--- src/mmu_pkg.sv ---
package mmu_pkg;
    // Register port geometry
    localparam int ADDR_W = 3;
    localparam int DATA_W = 16;
    localparam int PKT_W_DEF = 6;

    // Register offsets
    localparam logic [ADDR_W-1:0] OFF_CMD = 3'h0;
    localparam logic [ADDR_W-1:0] OFF_PNR = 3'h2;
    localparam logic [ADDR_W-1:0] OFF_ARR = 3'h3;
    localparam logic [ADDR_W-1:0] OFF_FIFO = 3'h4;

    // Field layout
    localparam int CMD_LSB = 5;
    localparam int CMD_W = 3;
    localparam int BUSY_BIT = 0;
    localparam int FLAG_BIT = 7;
    localparam int BYTE_W = 8;

    // Reset values
    localparam logic FAILED_RST = 1'b1;
    localparam logic EMPTY_RST = 1'b1;

    // Release processing time
    localparam int CLK_PERIOD_NS = 10;
    localparam int RELEASE_TIME_NS = 40;
    localparam int RELEASE_CYCLES = (RELEASE_TIME_NS + CLK_PERIOD_NS - 1) / CLK_PERIOD_NS;
    localparam int REL_CNT_W = 4;

    // Command codes
    typedef enum logic [CMD_W-1:0] {
        CMD_NOOP = 3'h0,
        CMD_ALLOC = 3'h1,
        CMD_MMU_RESET = 3'h2,
        CMD_RX_POP = 3'h3,
        CMD_RX_POP_FREE = 3'h4,
        CMD_FREE_PKT = 3'h5,
        CMD_TX_ENQ = 3'h6,
        CMD_TX_RESET = 3'h7
    } cmd_t;

    // Release sequencer
    typedef enum logic {REL_IDLE, REL_WAIT} rel_state_t;
endpackage

--- src/packet_mmu.sv ---
// The strobed register port was left to the implementer.
`timescale 1ns/1ps
// Function
// decode command bits: noop, allocate, reset
// software encodes size as 256-byte units minus one
// allocate gives completion code immediately
// size bits ignored; software zeroes them otherwise
// allocator reset frees all, clears queues
// command 3 pops receive queue head
// command 4 pops and frees receive head
// command 5 frees packet in select register
// command 6 enqueues selected packet for transmit
// command 7 empties both transmit queues
// transmit queue reset only with transmitter off
// software recovers packets after transmit reset
// release only packets holding allocated memory
// no new allocate before previous completes
// respect busy flag between release commands
// command address bit 0 reads busy
// busy and failure set after command write
// select register cleared by both resets
// failure flag clear on success, set at reset
// result register holds last allocated number
// queue port shows empty flags and heads
// completion head pops on acknowledge
// allocation done equals inverse of failure
// one command per write, noop ignored
module packet_mmu #(
    parameter int PKT_W = mmu_pkg::PKT_W_DEF
) (
    // Clock and reset
    input wire logic REF_CLK,
    input wire logic RST,
    // Register port
    input wire logic [mmu_pkg::ADDR_W-1:0] ADDR,
    input wire logic [mmu_pkg::DATA_W-1:0] WDATA,
    input wire logic WR,
    input wire logic RD,
    output logic [mmu_pkg::DATA_W-1:0] RDATA,
    // Status towards the interrupt logic
    output logic ALLOC_DONE,
    output logic RX_PENDING,
    // Receiver: each completed frame takes a packet number if one is left after the host's allocation, else it fails
    input wire logic RX_FRAME,
    output logic RX_FRAME_OK,
    output logic RX_FRAME_FAIL,
    output logic [PKT_W-1:0] RX_FRAME_NUM,
    // Transmitter: pending queue head and completion push
    output logic TX_PKT_VALID,
    output logic [PKT_W-1:0] TX_PKT_NUM,
    input wire logic TX_PKT_TAKE,
    input wire logic TX_DONE_PUSH,
    input wire logic [PKT_W-1:0] TX_DONE_NUM,
    input wire logic TX_DONE_ACK
);
    import mmu_pkg::*;

    localparam int NUM = 1 << PKT_W;
    localparam logic [PKT_W:0] Q_FULL = {1'b1, {PKT_W{1'b0}}};

    typedef struct packed {
        logic [NUM-1:0][PKT_W-1:0] mem;
        logic [PKT_W-1:0] rd;
        logic [PKT_W-1:0] wr;
        logic [PKT_W:0] count;
        logic empty;
        logic [PKT_W-1:0] head;
    } queue_t;

    typedef struct packed {
        logic [NUM-1:0] used;
        logic [PKT_W-1:0] tx_packet_select;
        logic [PKT_W-1:0] arr_num;
        logic failed;
        logic pending;
        logic busy;
        rel_state_t rel;
        logic [REL_CNT_W-1:0] rel_cnt;
        logic [PKT_W-1:0] rel_num;
        queue_t rx;
        queue_t txq;
        queue_t done;
        logic [DATA_W-1:0] rdata;
        logic alloc_done;
        logic rx_pending;
        logic tx_valid;
        logic [PKT_W-1:0] tx_num;
        logic rx_ok;
        logic rx_fail;
        logic [PKT_W-1:0] rx_num;
    } state_t;

    state_t s;
    state_t n;
    logic cmd_wr;
    cmd_t wcmd;

    // Lowest free packet number, with a found flag on top
    function automatic logic [PKT_W:0] find_free(input logic [NUM-1:0] used);
        logic [PKT_W:0] r;
        r = '0;
        for (int i = NUM - 1; i >= 0; i--) begin
            if (!used[i]) begin
                r = {1'b1, PKT_W'(i)};
            end
        end
        return r;
    endfunction

    // Push drops the number when full; cannot happen for rx, but txq and done take any number, repeats included
    function automatic queue_t q_push(input queue_t q, input logic [PKT_W-1:0] num);
        queue_t r;
        r = q;
        if (q.count != Q_FULL) begin
            r.mem[q.wr] = num;
            r.wr = q.wr + 1'b1;
            r.count = q.count + 1'b1;
        end
        return r;
    endfunction

    function automatic queue_t q_pop(input queue_t q);
        queue_t r;
        r = q;
        if (q.count != '0) begin
            r.rd = q.rd + 1'b1;
            r.count = q.count - 1'b1;
        end
        return r;
    endfunction

    // Pointers only; stale entries are never visible through an empty queue
    function automatic queue_t q_clear(input queue_t q);
        queue_t r;
        r = q;
        r.rd = '0;
        r.wr = '0;
        r.count = '0;
        return r;
    endfunction

    // Registered head and empty flag, so the ports come from flops
    function automatic queue_t q_fix(input queue_t q);
        queue_t r;
        r = q;
        r.empty = (q.count == '0);
        // An empty queue shows number 0, so no stale entry leaks after a clear
        r.head = (q.count == '0) ? '0 : q.mem[q.rd];
        return r;
    endfunction

    // Flag in bit 7, packet number in the low bits
    function automatic logic [BYTE_W-1:0] fmt(input logic flag, input logic [PKT_W-1:0] num);
        logic [BYTE_W-1:0] b;
        b = '0;
        b[FLAG_BIT] = flag;
        b[PKT_W-1:0] = num;
        return b;
    endfunction

    // Command decode; size bits never take part
    assign cmd_wr = WR && (ADDR == OFF_CMD);
    assign wcmd = cmd_t'(WDATA[CMD_LSB +: CMD_W]);

    // Next-state logic
    always_comb begin
        logic [PKT_W:0] f;
        f = '0;
        n = s;
        n.rdata = '0;
        n.rx_ok = 1'b0;
        n.rx_fail = 1'b0;

        // Release in flight: memory is freed when the countdown ends
        if (s.rel == REL_WAIT) begin
            if (s.rel_cnt == '0) begin
                n.used[s.rel_num] = 1'b0;
                n.rel = REL_IDLE;
                n.busy = 1'b0;
            end else begin
                n.rel_cnt = s.rel_cnt - 1'b1;
            end
        end

        // Transmitter side of the queues
        if (TX_PKT_TAKE) begin
            n.txq = q_pop(n.txq);
        end
        if (TX_DONE_ACK) begin
            n.done = q_pop(n.done);
        end
        if (TX_DONE_PUSH) begin
            n.done = q_push(n.done, TX_DONE_NUM);
        end

        // Packet select register write
        if (WR && (ADDR == OFF_PNR)) begin
            n.tx_packet_select = WDATA[PKT_W-1:0];
        end

        // One command per write; flags appear on the edge that ends the write
        if (cmd_wr) begin
            unique case (wcmd)
                CMD_NOOP: begin
                end
                CMD_ALLOC: begin
                    f = find_free(n.used);
                    if (f[PKT_W]) begin
                        n.used[f[PKT_W-1:0]] = 1'b1;
                        n.arr_num = f[PKT_W-1:0];
                        n.failed = 1'b0;
                        n.pending = 1'b0;
                    end else begin
                        n.failed = 1'b1;
                        n.pending = 1'b1;
                    end
                end
                CMD_MMU_RESET: begin
                    n.used = '0;
                    n.rx = q_clear(n.rx);
                    n.txq = q_clear(n.txq);
                    n.done = q_clear(n.done);
                    n.tx_packet_select = '0;
                    n.failed = FAILED_RST;
                    n.pending = 1'b0;
                    n.rel = REL_IDLE;
                    n.busy = 1'b0;
                end
                CMD_RX_POP: begin
                    n.rx = q_pop(n.rx);
                end
                CMD_RX_POP_FREE: begin
                    if (!s.rx.empty) begin
                        n.rel_num = s.rx.head;
                        n.rel = REL_WAIT;
                        n.rel_cnt = REL_CNT_W'(RELEASE_CYCLES - 1);
                        n.busy = 1'b1;
                    end
                    n.rx = q_pop(n.rx);
                end
                CMD_FREE_PKT: begin
                    n.rel_num = s.tx_packet_select;
                    n.rel = REL_WAIT;
                    n.rel_cnt = REL_CNT_W'(RELEASE_CYCLES - 1);
                    n.busy = 1'b1;
                end
                CMD_TX_ENQ: begin
                    n.txq = q_push(n.txq, s.tx_packet_select);
                end
                CMD_TX_RESET: begin
                    n.txq = q_clear(n.txq);
                    n.done = q_clear(n.done);
                end
            endcase
        end

        // A failed allocation is retried until memory frees up
        if (n.pending) begin
            f = find_free(n.used);
            if (f[PKT_W]) begin
                n.used[f[PKT_W-1:0]] = 1'b1;
                n.arr_num = f[PKT_W-1:0];
                n.failed = 1'b0;
                n.pending = 1'b0;
            end
        end

        // Receive frames take what is left after the host's request
        if (RX_FRAME) begin
            f = find_free(n.used);
            if (f[PKT_W]) begin
                n.used[f[PKT_W-1:0]] = 1'b1;
                n.rx = q_push(n.rx, f[PKT_W-1:0]);
                n.rx_ok = 1'b1;
                n.rx_num = f[PKT_W-1:0];
            end else begin
                n.rx_fail = 1'b1;
            end
        end

        // Register reads, answered in the next cycle
        if (RD) begin
            unique case (ADDR)
                OFF_CMD: n.rdata[BUSY_BIT] = s.busy;
                OFF_PNR: n.rdata[BYTE_W-1:0] = fmt(1'b0, s.tx_packet_select);
                OFF_ARR: n.rdata[BYTE_W-1:0] = fmt(s.failed, s.arr_num);
                OFF_FIFO: n.rdata = {fmt(s.rx.empty, s.rx.head), fmt(s.done.empty, s.done.head)};
                default: n.rdata = '0;
            endcase
        end

        n.rx = q_fix(n.rx);
        n.txq = q_fix(n.txq);
        n.done = q_fix(n.done);
        n.alloc_done = ~n.failed;
        n.rx_pending = ~n.rx.empty;
        n.tx_valid = ~n.txq.empty;
        n.tx_num = n.txq.head;

        // Synchronous reset overrides everything
        if (RST) begin
            n = '0;
            n.failed = FAILED_RST;
            n.rx.empty = EMPTY_RST;
            n.txq.empty = EMPTY_RST;
            n.done.empty = EMPTY_RST;
            n.rel = REL_IDLE;
        end
    end

    // State register
    always_ff @(posedge REF_CLK) begin
        s <= n;
    end

    // Outputs straight from state
    assign RDATA = s.rdata;
    assign ALLOC_DONE = s.alloc_done;
    assign RX_PENDING = s.rx_pending;
    assign RX_FRAME_OK = s.rx_ok;
    assign RX_FRAME_FAIL = s.rx_fail;
    assign RX_FRAME_NUM = s.rx_num;
    assign TX_PKT_VALID = s.tx_valid;
    assign TX_PKT_NUM = s.tx_num;
endmodule

--- config.mk ---
export PLATFORM = sky130hd
export DESIGN_NAME = packet_mmu
export DESIGN_NICKNAME = d
export VERILOG_FILES = /design/src/mmu_pkg.sv /design/src/packet_mmu.sv
export SDC_FILE = /design/constraint.sdc
export NUM_CORES = 2
export LEC_CHECK = 0
export ABC_AREA = 1
export BUFFER_PORTS_ARGS = -buffer_cell sky130_fd_sc_hd__buf_2
export CAP_MARGIN = 20
export CELL_PAD_IN_SITES_DETAIL_PLACEMENT = 1
export CELL_PAD_IN_SITES_GLOBAL_PLACEMENT = 2
export CORE_MARGIN = 3
export CORE_UTILIZATION = 27
export CTS_BUF_LIST = sky130_fd_sc_hd__clkbuf_4 sky130_fd_sc_hd__clkbuf_8
export DETAILED_ROUTE_END_ITERATION = 8
export GPL_ROUTABILITY_DRIVEN = 1
export PLACE_DENSITY_LB_ADDON = 0.1
export SYNTH_ARGS = -nofsm -noshare
export SYNTH_HDL_FRONTEND = slang
export SYNTH_SLANG_ARGS = --single-unit
--- constraint.sdc ---
create_clock -name REF_CLK -period 28.7 [get_ports REF_CLK]
set_input_delay 2.87 -clock REF_CLK [delete_from_list [all_inputs] [get_ports REF_CLK]]
set_output_delay 2.87 -clock REF_CLK [all_outputs]
set_load 0.01 [all_outputs]
==> results by group <==
Place
  – Final Wtd Congestion: 0.823
  – DP HPWL: approximately 170 mm
  – Setup WS pre-CTS: ~11 ns
  – Port Buffers: 55
  – Dpl cells: 12100
  – Placed inst area: about 67000 sq um

Floorplanning
  – # IOs: 66
  – Starting Density: 27.2%
  – Die area: 246000 sq um
  – Cell row count: 179
  – Die Height: around 500 um
  – Core area: 238000 sq um
  – Die width: 496 um

Setup path
  – Worst EP arrival: 18.51 ns
  – Crit path required time: 29.57 ns
  – CP Max Fanout: 40
  – Type of the worst setup path: register to register
  – Critical path's largest stage delay: 0.73 ns
  – Reg-to-Reg Start: s[1269]$_SDFF_PP0_
  – Critical path launch point: s[1269]$_SDFF_PP0_
  – Slowest CP cell: nand4_2
  – Most frequent CP cell: nand2_1
  – Crit path capture type: register
  – Startpoint Class: register

Synth
  – EDFF count, synth: 0
  – Mapped Area: 64800 sq um
  – Post-synthesis sequential area ratio: 41.5%
  – Distinct cells, synth: 69
  – Post-Syn Instances: between 9000 and 10000
  – Top FF cell, synth: dfxtp_1
  – Asr flop ratio synth: 0%
  – Yosys warnings: 0
  – #FFs+latches synth: 1344
  – Syn_area_per_cell: 6.90 sq um

Clocking
  – CTS resizes: 0
  – Clk pin slew, worst setup/hold paths: about 0.05 ns
  – # hold bufs at CTS: 0
  – CTS tree: built
  – Clock Path Buffers: 4
  – Post-CTS setup buffers: 0
  – Cell chosen for the clock root: clkbuf_8
  – Clock sinks: 1344
  – Clk_lat worst skew: between 1 and 1.5 ns
  – H-Tree Depth: 5
  – CTS Buf Count: 289

Final layout
  – Commonest non-fill, non-tap cell in the layout: nor2_1
  – Design area: ~73000 sq um
  – Proportion of layout cells with a drive suffix above 1: 8.55%
  – Utilization after layout: 30.7%
  – Commonest cells after routing, fill and taps aside: 2142 x nor2_1, 1696 x nand2_1, 1338 x dfxtp_1
  – NumNets Final: 9232
  – Finished Layout Cells: 12500
  – Area grow syn2layout: 12.9%

STA
  – RSZ-0062 raised after global routing: no
  – Hold_ws: ~0.47 ns
  – Final setup margin: approximately 11 ns
  – Final period utilization: 61.5%
  – Min cycle time layout: 17.65 ns
  – Slew margin rel.: 21.9%
  – Setup TNS: 0 ns
  – Max Slew Vio Count: 0
  – Worst-Margin Slew: 1.16 ns
  – Worst Skew: 0.0850 ns
  – Peak Freq: 56.7 MHz
  – # setup viols final: 0
  – Final Hold Violating Endpoints: 0

Power and ir drop
  – Overall Power: roughly 5.6 mW
  – Worst vdd ir: 66.6 uV
  – Pwr/cell area: 76.1 nW/um^2
  – Leak: 30.6 nW

Detailed routing
  – Detailed-route via count: about 63000
  – Avg Vias per Cell: 5.01
  – Antenna-violating nets left: 0
  – Drt first pass iters: 6
  – Routed Wire Length: around 270 mm
  – DRT iter0 DRCs: 3373
  – DR DRC count: 0
  – DR WL/cell: 21.4 um

Global route
  – Gr ovfl total: 0
  – Vias in the first global route: 63500
  – Gr usage total: 21.3%
  – Antenna violations before repair: 9
  – Largest net degree at the start of global routing: 171
  – First-pass GRT wire length: 404 mm

Outcome
  – Outcome: finished clean

Hold path
  – Hold_sp: s[277]$_SDFF_PP0_
  – Hold Crit Class: register to register

Job
  – Max-Cap Viols: 0
[synthesized netlist by cell type (9+ instances only)]
| cell type | instances | area share (%) |
|---|---|---|
| a211oi_1 | 12 | 0.14 |
| a21boi_1 | 13 | 0.15 |
| a21oi_1 | 597 | 4.6 |
| a221oi_1 | 47 | 0.64 |
| a311oi_1 | 32 | 0.43 |
| a31oi_1 | 31 | 0.30 |
| a32o_1 | 36 | 0.56 |
| buf_1 | 78 | 0.45 |
| buf_2 | 10 | 0.077 |
| buf_4 | 31 | 0.36 |
| clkbuf_1 | 547 | 3.2 |
| clkinv_1 | 10 | 0.058 |
| dfxtp_1 | 1344 | 42 |
| ha_1 | 20 | 0.39 |
| inv_1 | 546 | 3.2 |
| inv_2 | 23 | 0.13 |
| mux2i_1 | 372 | 5.8 |
| nand2_1 | 1699 | 9.8 |
| nand3_1 | 280 | 2.2 |
| nand4_1 | 27 | 0.26 |
| nor2_1 | 2147 | 12 |
| nor3_1 | 53 | 0.41 |
| nor4_1 | 22 | 0.21 |
| o211ai_1 | 20 | 0.23 |
| o21a_1 | 11 | 0.13 |
| o21ai_0 | 945 | 7.3 |
| o21ai_1 | 9 | 0.070 |
| o221ai_1 | 79 | 1.1 |
| o22ai_1 | 144 | 1.4 |
| o311ai_0 | 25 | 0.34 |
| or2_2 | 62 | 0.60 |
| xor2_1 | 25 | 0.34 |
[report_power, final]
group | leakage [nW] | switching (mW) | internal [mW] | total [mW]
Combinational | 16.8 | 1.15 | 0.405 | 1.55
Clock | 2.99 | 0.895 | 1.21 | 2.10
Sequential | 10.8 | 0.0182 | 1.90 | 1.91
[routing by layer]
metal  global-route usage, %  vias up  wire [um]
li1                        -    30400          -
met1                    29.2    30900     129000
met2                    34.3     1010     121000
met3                    3.20      400      10000
met4                    6.89        2       7810
met5                       0        -         13
[sequential cells by signal (all words and copies together) (netlist names)]
register       cells
TX_PKT_VALID       1
RX_FRAME_NUM       6
TX_PKT_NUM         6
RX_FRAME_OK        1
s               1313
RDATA             14
RX_FRAME_FAIL      1
ALLOC_DONE         1
RX_PENDING         1
[cell type report]
cell class,instances,area (sq um)
timing repair buffer,173,1210
tap,3167,3960
multi-input combinational,6792,33200
clock buffer,442,5460
inverter,579,2190
sequential,1344,26900
fill,29400,165000
clock inverter,19,141
antenna,12,30.0
[critical path: cells and delay by family, from the launching register on]
kind            cells  cell delay [ns]
simple gates      185            14.45
compound gates      5             1.37
buf+inv             5             1.07
flops               1             0.31
fa+ha+maj           1             0.22
[worst paths after layout]
check,endpoint,slack [ns],cells after the start
setup reg to reg,s[853]$_SDFF_PP0_,11.05,196
hold reg to reg,s[277]$_SDFF_PP0_,0.47,2
setup / recovery,s[853]$_SDFF_PP0_,11.05,196
hold / removal,s[277]$_SDFF_PP0_,0.47,2
[logic make-up (layout without fill, tap and decap cells)]
group           Yosys count  in the layout  synth area share [%]
simple gates           4327           4327                  26.5
compound gates         2039           2039                  17.9
flops                  1344           1344                  41.5
buf+inv                1250           1213                  7.50
mux                     377            377                  5.84
xor+xnor                 27             27                 0.365
fa+ha+maj                20             20                 0.386
other cells               1             14               0.00579
Power figures use the tool's default switching activity.
